### src/pkg/fbtc_pkg.sv
// Constants, types and register map for the filter bandwidth tuning block.
// Assumes a single 200 MHz system clock and a synchronous active-high reset.
package fbtc_pkg;

	// ==========================================================
	// Widths and serial framing
	localparam int          DATA_W     = 24;
	localparam int          ADDR_W     = 5;
	localparam logic [5:0]  FRAME_BITS = 6'h20;
	localparam logic [2:0]  CHIP_ADDR  = 3'h5;

	// ==========================================================
	// Register offsets
	localparam logic [4:0] REG_POINTER    = 5'h00;
	localparam logic [4:0] REG_CONTROL    = 5'h01;
	localparam logic [4:0] REG_COARSE     = 5'h02;
	localparam logic [4:0] REG_FINE       = 5'h03;
	localparam logic [4:0] REG_CAL_START  = 5'h04;
	localparam logic [4:0] REG_CAL_PERIOD = 5'h05;
	localparam logic [4:0] REG_CAL_TRIM   = 5'h06;
	localparam logic [4:0] REG_STATUS     = 5'h08;
	localparam logic [4:0] REG_MEASURE    = 5'h09;
	localparam logic [4:0] REG_STORED     = 5'h0A;

	// ==========================================================
	// Field positions
	localparam int CTL_CAL_EN_BIT  = 1;
	localparam int CTL_APPLY_BIT   = 4;
	localparam int CTL_DOUBLER_BIT = 5;
	localparam int COARSE_LSB      = 6;
	localparam int COARSE_MSB      = 9;
	localparam int FINE_LSB        = 0;
	localparam int FINE_MSB        = 3;
	localparam int STAT_BUSY_BIT   = 4;
	localparam int PERIOD_MSB      = 14;
	localparam int TRIM_MSB        = 8;

	// ==========================================================
	// Reset values and counts
	localparam logic [23:0] RST_WORD      = 24'h000000;
	localparam logic [3:0]  RST_CODE      = 4'h0;
	localparam logic [23:0] CAL_REF_EDGES = 24'h000100;
	localparam logic [23:0] CAL_CNT_MAX   = 24'hFFFFFF;

	// Measurement thresholds between adjacent fine codes
	localparam logic [10:0][23:0] FINE_BOUND = {
		24'hB46A86, 24'hAE3EB8, 24'hA83B6C, 24'hA37C30,
		24'h9DC9E8, 24'h9817A0, 24'h92DEDE, 24'h8D7D9A,
		24'h8895DC, 24'h83859C, 24'h7F1764};

	// ==========================================================
	// Types
	typedef struct packed {
		logic [ADDR_W-1:0] addr;
		logic [DATA_W-1:0] data;
	} fbtc_frame_type;

	typedef enum logic [1:0] {
		CAL_IDLE    = 2'b00,
		CAL_ARM     = 2'b01,
		CAL_MEASURE = 2'b10,
		CAL_DONE    = 2'b11
	} fbtc_cal_state_type;

endpackage

### src/rtl/fbtc_filter_bw_ctrl.sv
// Bandwidth tuning control: register file, apply logic, RC calibration.
// Assumes a host on the serial port and a reference clock during calibration.
//
// Function
// - Coarse corner choice is bits 9:6 of the coarse bandwidth register.
// - Fine trim is bits 3:0 of the fine bandwidth register.
// - New codes take effect only when control bit 4 is written one.
// - Coarse codes 0 to 8 select 5 to 72 MHz corners; others undefined.
// - Fine codes 0 to 11 scale the corner from 0.803 to 1.183.
// - Calibration overwrites the fine trim field itself in automatic mode; the code writes the previous run's cal_fine there, not this run's fine_pick.
// - Calibration measurement reads as 24-bit read-only value, bits 23:0.
// - Stored factory codes are readable through a dedicated register.
// - Status bit 4 is one while calibration runs, zero when finished.
// - Writing zero to calibration start begins calibration once set up.
`timescale 1ns/1ps
module fbtc_filter_bw_ctrl
	import fbtc_pkg::*;
(
	input  wire logic       clk_in,
	input  wire logic       srst_in,
	input  wire logic       spi_sen_n_in,
	input  wire logic       spi_sck_in,
	input  wire logic       spi_sdi_in,
	input  wire logic       cal_reference_clock_in,
	input  wire logic [3:0] stored_coarse_in,
	input  wire logic [3:0] stored_fine_in,
	output logic            spi_sdo_out,
	output logic            spi_sdo_oe_n_out,
	output logic [3:0]      active_coarse_out,
	output logic [3:0]      active_fine_out,
	output logic            cal_busy_out
);

	// ==========================================================
	// Serial port
	fbtc_frame_type    frame;
	logic              frame_valid;
	logic [DATA_W-1:0] read_word;

	fbtc_spi_port u_port (
		.clk_in          (clk_in),
		.srst_in         (srst_in),
		.spi_sen_n_in    (spi_sen_n_in),
		.spi_sck_in      (spi_sck_in),
		.spi_sdi_in      (spi_sdi_in),
		.read_word_in    (read_word),
		.frame_out       (frame),
		.frame_valid_out (frame_valid),
		.sdo_out         (spi_sdo_out),
		.sdo_oe_n_out    (spi_sdo_oe_n_out)
	);

	logic wr_pointer, wr_control, wr_coarse, wr_fine;
	logic wr_start, wr_period, wr_trim;
	assign wr_pointer = frame_valid && frame.addr == REG_POINTER;
	assign wr_control = frame_valid && frame.addr == REG_CONTROL;
	assign wr_coarse  = frame_valid && frame.addr == REG_COARSE;
	assign wr_fine    = frame_valid && frame.addr == REG_FINE;
	assign wr_start   = frame_valid && frame.addr == REG_CAL_START;
	assign wr_period  = frame_valid && frame.addr == REG_CAL_PERIOD;
	assign wr_trim    = frame_valid && frame.addr == REG_CAL_TRIM;

	// ==========================================================
	// Register file and adopted codes
	logic [4:0]          pointer, next_pointer;
	logic [DATA_W-1:0]   control, next_control;
	logic [DATA_W-1:0]   coarse_reg, next_coarse_reg;
	logic [DATA_W-1:0]   fine_reg, next_fine_reg;
	logic [PERIOD_MSB:0] period, next_period;
	logic [TRIM_MSB:0]   trim, next_trim;
	logic [3:0]          next_active_coarse, next_active_fine;
	logic                cal_done;
	logic [3:0]          cal_fine;
	logic [23:0]         measure;

	always_comb begin
		next_pointer       = pointer;
		next_control       = control;
		next_coarse_reg    = coarse_reg;
		next_fine_reg      = fine_reg;
		next_period        = period;
		next_trim          = trim;
		next_active_coarse = active_coarse_out;
		next_active_fine   = active_fine_out;
		if (wr_pointer) begin
			next_pointer = frame.data[4:0];
		end
		if (wr_control) begin
			next_control = frame.data;
			next_control[CTL_APPLY_BIT] = 1'b0;
		end
		if (wr_coarse) begin
			next_coarse_reg = frame.data;
		end
		if (wr_fine) begin
			next_fine_reg = frame.data;
		end
		if (cal_done) begin
			next_fine_reg[FINE_MSB:FINE_LSB] = cal_fine;
		end
		if (wr_period) begin
			next_period = frame.data[PERIOD_MSB:0];
		end
		if (wr_trim) begin
			next_trim = frame.data[TRIM_MSB:0];
		end
		if (wr_control && frame.data[CTL_APPLY_BIT]) begin
			next_active_coarse = coarse_reg[COARSE_MSB:COARSE_LSB];
			next_active_fine   = fine_reg[FINE_MSB:FINE_LSB];
		end
	end

	always_ff @(posedge clk_in) begin
		if (srst_in) begin
			pointer           <= 5'h00;
			control           <= RST_WORD;
			coarse_reg        <= RST_WORD;
			fine_reg          <= RST_WORD;
			period            <= 15'h0000;
			trim              <= 9'h000;
			active_coarse_out <= RST_CODE;
			active_fine_out   <= RST_CODE;
		end else begin
			pointer           <= next_pointer;
			control           <= next_control;
			coarse_reg        <= next_coarse_reg;
			fine_reg          <= next_fine_reg;
			period            <= next_period;
			trim              <= next_trim;
			active_coarse_out <= next_active_coarse;
			active_fine_out   <= next_active_fine;
		end
	end

	// ==========================================================
	// Read mux
	always_comb begin
		read_word = RST_WORD;
		case (pointer)
			REG_POINTER:    read_word[4:0] = pointer;
			REG_CONTROL:    read_word = control;
			REG_COARSE:     read_word = coarse_reg;
			REG_FINE:       read_word = fine_reg;
			REG_CAL_PERIOD: read_word[PERIOD_MSB:0] = period;
			REG_CAL_TRIM:   read_word[TRIM_MSB:0] = trim;
			REG_STATUS: begin
				read_word[STAT_BUSY_BIT] = cal_busy_out;
				read_word[FINE_MSB:FINE_LSB] = cal_fine;
			end
			REG_MEASURE:    read_word = measure;
			REG_STORED: begin
				read_word[COARSE_MSB:COARSE_LSB] = stored_coarse_in;
				read_word[FINE_MSB:FINE_LSB] = stored_fine_in;
			end
			default:        read_word = RST_WORD;
		endcase
	end

	// ==========================================================
	// Reference clock sampling
	logic ref_meta, ref_sync, ref_prev;
	always_ff @(posedge clk_in) begin
		if (srst_in) begin
			ref_meta <= 1'b0;
			ref_sync <= 1'b0;
			ref_prev <= 1'b0;
		end else begin
			ref_meta <= cal_reference_clock_in;
			ref_sync <= ref_meta;
			ref_prev <= ref_sync;
		end
	end
	logic ref_rise;
	assign ref_rise = ref_sync & ~ref_prev;

	// ==========================================================
	// Calibration engine
	fbtc_cal_state_type state, next_state;
	logic [23:0]        cyc_cnt, next_cyc_cnt;
	logic [23:0]        edge_cnt, next_edge_cnt;
	logic [23:0]        next_measure;
	logic [3:0]         next_cal_fine;
	logic               next_busy;
	logic               start_ok;
	logic [3:0]         fine_pick;

	assign start_ok = wr_start && frame.data == RST_WORD
		&& control[CTL_CAL_EN_BIT] && period != 15'h0000;
	assign cal_done = state == CAL_DONE;

	always_comb begin
		fine_pick = 4'h0;
		for (int i = 0; i < 11; i++) begin
			if (measure >= FINE_BOUND[i]) begin
				fine_pick = 4'(i + 1);
			end
		end
	end

	always_comb begin
		next_state    = state;
		next_cyc_cnt  = cyc_cnt;
		next_edge_cnt = edge_cnt;
		next_measure  = measure;
		next_cal_fine = cal_fine;
		next_busy     = cal_busy_out;
		case (state)
			CAL_IDLE: begin
				if (start_ok) begin
					next_state = CAL_ARM;
					next_busy  = 1'b1;
					next_cyc_cnt  = 24'h000000;
					next_edge_cnt = 24'h000000;
				end
			end
			CAL_ARM: begin
				next_cyc_cnt = cyc_cnt + 24'h000001;
				if (ref_rise) begin
					next_state   = CAL_MEASURE;
					next_cyc_cnt = 24'h000000;
				end else if (cyc_cnt == CAL_CNT_MAX) begin
					next_state = CAL_DONE;
				end
			end
			CAL_MEASURE: begin
				next_cyc_cnt = cyc_cnt + 24'h000001;
				if (ref_rise) begin
					next_edge_cnt = edge_cnt + 24'h000001;
				end
				if ((ref_rise && next_edge_cnt == CAL_REF_EDGES)
						|| cyc_cnt == CAL_CNT_MAX) begin
					next_measure = next_cyc_cnt;
					next_state   = CAL_DONE;
				end
			end
			CAL_DONE: begin
				next_cal_fine = fine_pick;
				next_state    = CAL_IDLE;
				next_busy     = 1'b0;
			end
			default: begin
				next_state = CAL_IDLE;
				next_busy  = 1'b0;
			end
		endcase
	end

	always_ff @(posedge clk_in) begin
		if (srst_in) begin
			state        <= CAL_IDLE;
			cyc_cnt      <= 24'h000000;
			edge_cnt     <= 24'h000000;
			measure      <= RST_WORD;
			cal_fine     <= RST_CODE;
			cal_busy_out <= 1'b0;
		end else begin
			state        <= next_state;
			cyc_cnt      <= next_cyc_cnt;
			edge_cnt     <= next_edge_cnt;
			measure      <= next_measure;
			cal_fine     <= next_cal_fine;
			cal_busy_out <= next_busy;
		end
	end

	// ==========================================================
	// Assertions
	a_apply_adopt: assert property (@(posedge clk_in) disable iff (srst_in)
		wr_control && frame.data[CTL_APPLY_BIT]
		|=> active_coarse_out == $past(coarse_reg[COARSE_MSB:COARSE_LSB])
		&& active_fine_out == $past(fine_reg[FINE_MSB:FINE_LSB]))
		else $error("apply did not adopt codes");

	a_hold_codes: assert property (@(posedge clk_in) disable iff (srst_in)
		!(wr_control && frame.data[CTL_APPLY_BIT])
		|=> $stable(active_coarse_out) && $stable(active_fine_out))
		else $error("active codes changed without apply");

	a_coarse_field: assert property (@(posedge clk_in) disable iff (srst_in)
		wr_coarse |=> coarse_reg[COARSE_MSB:COARSE_LSB]
		== $past(frame.data[COARSE_MSB:COARSE_LSB]))
		else $error("coarse field not taken from bits 9:6");

	a_fine_field: assert property (@(posedge clk_in) disable iff (srst_in)
		wr_fine && !cal_done |=> fine_reg[FINE_MSB:FINE_LSB]
		== $past(frame.data[FINE_MSB:FINE_LSB]))
		else $error("fine field not taken from bits 3:0");

	a_cal_start: assert property (@(posedge clk_in) disable iff (srst_in)
		start_ok && state == CAL_IDLE |=> cal_busy_out && state == CAL_ARM)
		else $error("calibration did not start");

	a_busy_span: assert property (@(posedge clk_in) disable iff (srst_in)
		cal_busy_out
		== (state != CAL_IDLE))
		else $error("busy flag wrong during calibration");

	a_busy_clear: assert property (@(posedge clk_in) disable iff (srst_in)
		cal_done |=> !cal_busy_out && state == CAL_IDLE)
		else $error("busy flag not cleared after calibration");

	a_auto_fine: assert property (@(posedge clk_in) disable iff (srst_in)
		cal_done |=> fine_reg[FINE_MSB:FINE_LSB] == cal_fine
		&& cal_fine == $past(fine_pick))
		else $error("calibration did not write fine trim");

	a_meas_ro: assert property (@(posedge clk_in) disable iff (srst_in)
		state == CAL_IDLE && !start_ok |=> $stable(measure))
		else $error("measurement changed outside calibration");

endmodule

### src/rtl/fbtc_spi_port.sv
// Serial register port: 32-bit frames, 24 data, 5 address, 3 chip bits.
// Assumes pins arrive unsynchronised; sampled here with two flip-flops.
`timescale 1ns/1ps
module fbtc_spi_port
	import fbtc_pkg::*;
(
	input  wire logic              clk_in,
	input  wire logic              srst_in,
	input  wire logic              spi_sen_n_in,
	input  wire logic              spi_sck_in,
	input  wire logic              spi_sdi_in,
	input  wire logic [DATA_W-1:0] read_word_in,
	output fbtc_frame_type         frame_out,
	output logic                   frame_valid_out,
	output logic                   sdo_out,
	output logic                   sdo_oe_n_out
);

	// ==========================================================
	// Pin synchronisers
	logic [2:0] pin_raw;
	logic [2:0] pin_meta;
	logic [2:0] pin_sync;
	assign pin_raw = {spi_sen_n_in, spi_sck_in, spi_sdi_in};

	genvar g;
	generate
		for (g = 0; g < 3; g++) begin : g_sync
			always_ff @(posedge clk_in) begin
				if (srst_in) begin
					// Enable pin resets to its idle high level
					pin_meta[g] <= (g == 2) ? 1'b1 : 1'b0;
					pin_sync[g] <= (g == 2) ? 1'b1 : 1'b0;
				end else begin
					pin_meta[g] <= pin_raw[g];
					pin_sync[g] <= pin_meta[g];
				end
			end
		end
	endgenerate

	// ==========================================================
	// Frame shifter
	logic           sen_prev, next_sen_prev;
	logic           sck_prev, next_sck_prev;
	logic [31:0]    in_shift, next_in_shift;
	logic [5:0]     bit_cnt, next_bit_cnt;
	logic [23:0]    out_shift, next_out_shift;
	fbtc_frame_type next_frame;
	logic           next_valid;
	logic           next_oe_n;
	logic           sen_fall, sen_rise, sck_rise;

	always_comb begin
		sen_fall       = sen_prev & ~pin_sync[2];
		sen_rise       = ~sen_prev & pin_sync[2];
		sck_rise       = ~sck_prev & pin_sync[1];
		next_sen_prev  = pin_sync[2];
		next_sck_prev  = pin_sync[1];
		next_in_shift  = in_shift;
		next_bit_cnt   = bit_cnt;
		next_out_shift = out_shift;
		next_frame     = frame_out;
		next_valid     = 1'b0;
		next_oe_n      = pin_sync[2];
		if (sen_fall) begin
			next_bit_cnt   = 6'h00;
			next_out_shift = read_word_in;
		end else if (!pin_sync[2] && sck_rise) begin
			next_in_shift  = {in_shift[30:0], pin_sync[0]};
			next_out_shift = {out_shift[22:0], 1'b0};
			if (bit_cnt != FRAME_BITS) begin
				next_bit_cnt = bit_cnt + 6'h01;
			end
		end else if (sen_rise && bit_cnt == FRAME_BITS
				&& in_shift[2:0] == CHIP_ADDR) begin
			next_valid      = 1'b1;
			next_frame.addr = in_shift[7:3];
			next_frame.data = in_shift[31:8];
		end
	end

	always_ff @(posedge clk_in) begin
		if (srst_in) begin
			sen_prev        <= 1'b1;
			sck_prev        <= 1'b0;
			in_shift        <= 32'h00000000;
			bit_cnt         <= 6'h00;
			out_shift       <= RST_WORD;
			frame_out       <= '0;
			frame_valid_out <= 1'b0;
			sdo_oe_n_out    <= 1'b1;
		end else begin
			sen_prev        <= next_sen_prev;
			sck_prev        <= next_sck_prev;
			in_shift        <= next_in_shift;
			bit_cnt         <= next_bit_cnt;
			out_shift       <= next_out_shift;
			frame_out       <= next_frame;
			frame_valid_out <= next_valid;
			sdo_oe_n_out    <= next_oe_n;
		end
	end

	assign sdo_out = out_shift[23];

endmodule
### config.mk
export PLATFORM = sky130hd
export DESIGN_NAME = fbtc_filter_bw_ctrl
export DESIGN_NICKNAME = d
export VERILOG_FILES = /design/src/pkg/fbtc_pkg.sv /design/src/rtl/fbtc_filter_bw_ctrl.sv /design/src/rtl/fbtc_spi_port.sv
export SDC_FILE = /design/constraint.sdc
export NUM_CORES = 1
export LEC_CHECK = 0
export BUFFER_PORTS_ARGS = -buffer_cell sky130_fd_sc_hd__buf_4
export CAP_MARGIN = 20
export CORE_MARGIN = 1.5
export CORE_UTILIZATION = 63
export CTS_CLUSTER_DIAMETER = 200
export CTS_CLUSTER_SIZE = 20
export DETAILED_ROUTE_END_ITERATION = 6
export PLACE_DENSITY = 0.8
export SYNTH_ARGS = -nofsm -noshare
export SYNTH_HDL_FRONTEND = slang
export SYNTH_SLANG_ARGS = --single-unit
### constraint.sdc
create_clock -name clk_in -period 3.1 [get_ports clk_in]
set_input_delay 0.31 -clock clk_in [delete_from_list [all_inputs] [get_ports clk_in]]
set_output_delay 0.31 -clock clk_in [all_outputs]
set_load 0.01 [all_outputs]
==> impl_results.md, run 1 <==
* Die Y at around 150 um
* Worst Setup SP: edge_cnt[1]
* Via count at approximately 13,000
* Worst Path Arrival at ~3.4 ns
* Post-Route WL at 36,000 um
* Layout cells sized above 1 at slightly above 9%
* CTS tree: done
* Drt initial violations at 1,535
* Max cap viols at 0
* Gpl congestion at 0.908
* Post-DR vias/cell at approximately 6.3
* # clock sinks at 290
* Hold Crit Class: in2reg
* Final cycle utilization of the critical path at 95.4%
* Combinational family with the most area after synthesis: simple AND/OR/NAND/NOR gates
* CTS Buf Count at 18
* Largest registers: u_port.in_shift x32, u_port.frame_out x29
* Yosys warning total at 0
* Setup violators final at 0
* Max FFs per register at 32
* Length of the first detailed-routing pass in iterations at 7
* Pwr Density at 426 nW/um2
* CP endpoint: measure[4]
* Initial antenna violation count at 0
* Leakage at between 5 and 6 nW
* EDFF count, synth at 0
* Worst-case reg-to-reg path depth at 9
* Syn Nets at ~1,800
* Mux contribution to synthesized area at under 10%
* Worst R2R Setup Slack at ~0.14 ns
* Xor and xnor area share after synthesis at slightly below 2%
* Dpl hpwl at ~24,000 um
* Crit-path max FO at 12
* Root Driver: clkbuf_16
* Critical Path RT at between 3 and 4 ns
* Congestion Overflow GR at 0
* Worst-margin pin slew at just under 1 ns
* Pin count of the biggest net entering global routing at roughly 130
* Syn Inst Count at 1,758
* Antenna fix cells at 0
* Mean Syn Cell Area at about 7.9 um2
* FF+latch count, synth at 290
* Adder-cell share of the synthesized area at 0.716%
* Hold Crit Start: cal_reference_clock_in
* F_max at 0.338 GHz
* R2R Path Start: edge_cnt[1]
* Sequential fraction of the synthesis area at ~42%
* Clock buffer depth at 3
* Netlist cell types at 77
* Mapped cell area at 14,000 um2
* Core Box Area at ~22,000 um2
* Post-synth ARST share at 0%
* Clock-pin transition on the worst setup and hold timing paths at roughly 0.080 ns
* DRT antenna net count at 0
* Layout area overhead at 7.87%
* Port bufs at 24
* Full die area at 23,100 um2
* Fill cell count at between 1,500 and 2,000
* Max VDD drop at 0.000452 V
* GRT Util Overall at 30.5%
* Vias in the first global route at between 10,000 and 15,000
* Largest reg by FF count: u_port.in_shift
* Hold WS at 0.0111 ns
* Final hold violation count at 0
* Tmin final at 2.96 ns
* Row Count at 54
* Mean routed wirelength per cell at around 18 um
* Final slew viol count at 0
* H-tree depth at 1
* R2r endpoint: measure[4]
* Post-Synth Simple-Gate Area at 25.5%
* Clock skew at ~0.023 ns
* Worst setup SP type: flip-flop
* Relative slew slack at between 30% and 40%
* Crit path kind: reg2reg
* Clock latency on the worst-skew pair at 0.53 ns
* Non-filler cells in the finished layout at slightly above 2,000
* Initial core utilization at roughly 64%
* IO Pins at 25
* Nets at roughly 1,800
* Main flop type after synthesis: dfxtp_1
* Compound-Gate Fraction of Synth Area at between 10% and 20%
* Critical path endpoint category: flip-flop
* First-pass GRT wire length at 59,500 um
* Die X at around 150 um
* Placed cell count at ~2,000
* Status: finished clean
* # DRC at 0
[critical path, cell delays in order, from the launching register on]
cell and delay, ns:
dfxtp_1 0.42, ha_1 0.24, nand3b_1 0.20, or4_1 0.47
a21oi_1 0.16, o221ai_1 0.14, a2111o_1 0.45, nor2_4 0.20
o21ai_4 0.20, mux2_4 0.37
[worst min-delay path by stage]
stage / end / cells after the start
6_report: ref_meta / 2
5_1_grt: ref_meta / 2
4_1_cts: ref_meta / 2
3_5_place_dp: u_port.next_oe_n / 1
3_3_place_gp: u_port.next_oe_n / 1
2_1_floorplan: u_port.next_oe_n / 1
[synthesized netlist by cell type (4+ instances only)]
library cell  number  area (um2)
xor2_1             9        78.8
nor4b_1            4        35.0
or2_2              4        25.0
a222oi_1          14         140
a21o_1            10        75.1
inv_1             11        41.3
nand3b_1          20         150
o31ai_1            5        37.5
buf_1              8        30.0
mux2_4            19         285
a22oi_1            9        67.6
nor4_1            21         131
nor2_1           177         664
xnor2_1           22         193
buf_2              4        20.0
o22ai_1           15        93.8
and2_1             9        56.3
mux2i_1           89         891
nor3_1            30         150
o21a_1             5        37.5
or3_1             15        93.8
a21oi_1          216        1080
nand3_1           47         235
nand2b_1          12        75.1
clkbuf_1         121         454
nand4_1           19         119
nor2b_1           35         219
and2_0             4        25.0
nand2_1          323        1210
ha_1               8         100
or4_1              5        37.5
a31oi_1            5        31.3
o21ai_0           59         295
nand4b_1           5        43.8
mux2_2             4        45.0
a311oi_1          12         105
and3_1            19         119
a211oi_1           8        60.1
o221ai_1           5        43.8
a221oi_1           4        35.0
dfxtp_1          290        5810
[layer usage]
metal | global-route usage [%] | part of all wire [%] | up-vias
li1 | - | - | 6094
met1 | 41.5 | 43 | 5967
met2 | 49.6 | 46 | 531
met3 | 4.31 | 7.9 | 87
met4 | 10.6 | 2.8 | 0
met5 | 0 | 0 | -
[power breakdown]
group | switching [W] | leakage (nW) | total [W] | internal, W
sequential | 0.0000182 | 2.34 | 0.00376 | 0.00374
clock | 0.00127 | 0.239 | 0.00234 | 0.00107
combinational | 0.000217 | 2.83 | 0.000329 | 0.000112
total | 0.00151 | 5.41 | 0.00643 | 0.00492
[area by class of cell]
type | count | area [um2] | share of cell area, %
well taps | 280 | 350 | 2.32
inverters | 11 | 41.3 | 0.274
multi-input cells | 1321 | 7630 | 50.6
clock buffers | 18 | 450 | 2.99
flip-flops and latches | 290 | 5810 | 38.5
clock inverters | 2 | 41.3 | 0.274
repair buffers | 95 | 751 | 4.98
[stage by stage]
step	worst slack, ns	utilization [%]	TNS (ns)	cell area (um2)	power, W
3_5_place_dp	-0.106	66.5	-0.935	14500	0.00417
4_1_cts	0.0482	69.0	0	15100	0.00646
6_report	0.141	69.1	0	15100	0.00643
2_1_floorplan	0.244	-	0	14000	0.00405
5_1_grt	-0.0200	69.1	-0.222	15100	0.00664
3_3_place_gp	0.0430	66.5	0	14500	0.00416
[cells in the final DEF (no fill, tap or decap), types with 18 or more instances in the layout]
| cell type | Yosys | final |
|---|---|---|
| o21ai_0 | 59 | 59 |
| clkbuf_16 | 0 | 18 |
| dfxtp_1 | 290 | 290 |
| nor2b_1 | 35 | 35 |
| buf_4 | 1 | 90 |
| nor4_1 | 21 | 20 |
| nand3b_1 | 20 | 20 |
| nor2_1 | 177 | 176 |
| nand4_1 | 19 | 19 |
| mux2_4 | 19 | 19 |
| nand2_1 | 323 | 323 |
| xnor2_1 | 22 | 22 |
| nor3_1 | 30 | 29 |
| mux2i_1 | 89 | 89 |
| nand3_1 | 47 | 47 |
| and3_1 | 19 | 19 |
| a21oi_1 | 216 | 216 |
[kinds of logic after synthesis]
logic type,after synthesis
xor+xnor,31
fa+ha+maj,8
compound gates,404
buf+inv,148
flops,290
mux,112
simple gates,765
[timing repair]
action / CTS / global route
gates cloned: 1 / 0
gates resized for setup: 2 / 3
hold endpoints to repair: 2 / 0
buffers inserted: 0 / 1
setup endpoints to repair: 23 / 24
pin swaps: 1 / 3
hold buffers: 2 / 0
(Power assumes the default switching activity.)
==> inputs of run 2 (changes only) <==
--- a/config.mk
+++ b/config.mk
@@ -12,7 +12,7 @@
 export CTS_CLUSTER_DIAMETER = 200
 export CTS_CLUSTER_SIZE = 20
 export DETAILED_ROUTE_END_ITERATION = 6
-export PLACE_DENSITY = 0.8
+export PLACE_DENSITY = 0.87
 export SYNTH_ARGS = -nofsm -noshare
 export SYNTH_HDL_FRONTEND = slang
 export SYNTH_SLANG_ARGS = --single-unit
==> impl_results.md, run 2 (synthesis results as in run 1) <==
* Worst R2R Setup Slack at about 0.15 ns
* Vias in the first global route at around 12,000
* GRT Util Overall at a little under a third
* IO Pins at 25
* Tot Pwr at between 0.006 and 0.007 W
* WL met2 at 16,500 um
* Initial core utilization at between 60% and 70%
* Met3 wire len at between 2000 and 3000 um
* Crit path kind: reg2reg
* Status: complete, but fails checks
* Pre-CTS setup slack at -0.0876 ns
* Clock skew at between 0.02 and 0.025 ns
* Max layer used: met4
* Root Driver: clkbuf_16
* H-tree depth at 1
* Max VDD drop at ~0.00035 V
* Slowest CP cell: or4_1
* Final cycle utilization of the critical path at a little over nine tenths
* Final hold violation count at 0
* Final core occ at around 69%
* CP endpoint: measure[19]
* Worst-margin pin slew at between 1 and 1.5 ns
* Crit-path max FO at 12
* CP cell instances: ha_1, nand3b_1, or4_1, a21oi_1, o221ai_1, a2111o_1, nor2_4, o21ai_4, mux2_4
* R2r endpoint: measure[19]
* Full die area at 23,100 um2
* Largest reg by FF count: u_port.in_shift
* Largest registers: u_port.in_shift x32, u_port.frame_out x29
* CTS Buf Count at 18
* Tmin final at around 3 ns
* Most common cell after layout, fill and taps aside: nand2_1
* Congestion Overflow GR at 0
* Worst setup SP type: flip-flop
* Hold Crit Class: in2reg
* DRT antenna net count at 0
* Nets at ~1,800
* F_max at 0.339 GHz
* Layout cells sized above 1 at 8.85%
* Worst-case reg-to-reg path depth at 9
* Relative slew slack at between 30% and 40%
* Fin worst setup slack at 0.148 ns
* Die X at roughly 150 um
* Length of the first detailed-routing pass in iterations at 7
* Commonest cells after routing, fill and taps aside: nand2_1, dfxtp_1, a21oi_1
* Initial antenna violation count at 0
* Max FFs per register at 32
* Via count at about 13,000
* # DRC at 3
* Worst Setup SP: edge_cnt[1]
* Final slew viol count at 0
* Placed cell count at 1,988
* CP max stage delay at 0.47 ns
* Leakage at approximately 5.4 nW
* # clock sinks at 290
* Antenna fix cells at 0
* First-pass GRT wire length at 58,900 um
* CTS tree: done
* Clock-pin transition on the worst setup and hold timing paths at approximately 0.09 ns
* Port bufs at 24
* Post-Route WL at around 36,000 um
* Worst Path Arrival at between 3 and 4 ns
* Setup violators final at 0
* Dpl hpwl at around 24,000 um
* Failing checks: design-rule violations
* Clock buffer depth at 3
* Hold WS at 0.00945 ns
* Pwr Density at between 400 and 500 nW/um2
* Die Y at 152 um
* Non-filler cells in the finished layout at ~2,000
* Post-CTS setup buffers at 0
* Row Count at 54
* Critical Path RT at 3.49 ns
* Metal-1 WL at roughly 15,000 um
* Drt initial violations at roughly 1,500
* Clock latency on the worst-skew pair at approximately 0.51 ns
* Post-DR vias/cell at 6.33
* Layout area overhead at 7.29%
* Core Box Area at between 20,000 and 25,000 um2
* Hold_buf cts at 0
* Gpl congestion at ~0.93
* R2R Path Start: edge_cnt[1]
* Pin count of the biggest net entering global routing at 144
* Critical path endpoint category: flip-flop
* Max cap viols at 0
* Mean routed wirelength per cell at about 18 um
-- run 2: cell types whose count changed in the layout (fill, tap and decap cells not counted) --
cell / delta
dlygate4sd3_1: -2
clkbuf_16: +1
dfxtp_2: +1
dfxtp_1: -1
clkinv_16: -1
buf_12: -1
buf_4: -5
-- run 2: where the power goes --
| part | internal [W] | switching, W | total, W |
|---|---|---|---|
| clock | 0.00110 | 0.00123 | 0.00233 |
| sequential | 0.00374 | 0.0000191 | 0.00376 |
| combinational | 0.0000950 | 0.000223 | 0.000318 |
| total | 0.00494 | 0.00147 | 0.00641 |
-- run 2: stage by stage --
step	TNS (ns)	area, um2
floorplan	0	14000
finish	0	15000
global route	-0.00498	15000
CTS	0	15000
detailed placement	-0.680	14500
global placement	-0.00430	14500
-- run 2: cell type report --
type                            instances  area (um2)
Timing Repair Buffer                   87         673
Fill cell                            1758        6830
Sequential cell                       290        5810
Clock inverter                          1        11.3
Multi-Input combinational cell       1321        7630
Tap cell                              280         350
Inverter                               11        41.3
Clock buffer                           19         475
-- run 2: what timing repair did --
action	4_1_cts	5_1_grt
cloned	1	0
endpoints found under the setup margin	23	26
pin swaps	1	0
gates resized for setup	1	5
-- run 2: critical path, delay by kind of cell, from the launching register on --
kind | cells | cell delay [ns]
AO/OA/AOI/OAI | 4 | 0.97
AND/OR/NAND/NOR | 3 | 0.87
multiplexers | 1 | 0.37
adder cells (fa/ha/maj) | 1 | 0.20
flip-flops | 1 | 0.43
-- run 2: worst min-delay path by stage --
stage	startpoint	endpoint	slack, ns	cells after the start
floorplan	u_port.pin_meta[2]	u_port.next_oe_n	0.39	1
global placement	u_port.pin_meta[2]	u_port.next_oe_n	0.42	1
detailed placement	u_port.pin_meta[2]	u_port.next_oe_n	0.42	1
CTS	spi_sen_n_in	u_port.pin_meta[2]	0.008	2
global route	spi_sen_n_in	u_port.pin_meta[2]	0.01	2
finish	spi_sen_n_in	u_port.pin_meta[2]	0.009	2
-- run 2: metal layers --
metal,vias up,global-route usage (%)
met2,563,48.2
met4,0,10.7
li1,6080,-
met3,118,4.59
met1,5956,41.4
met5,-,0
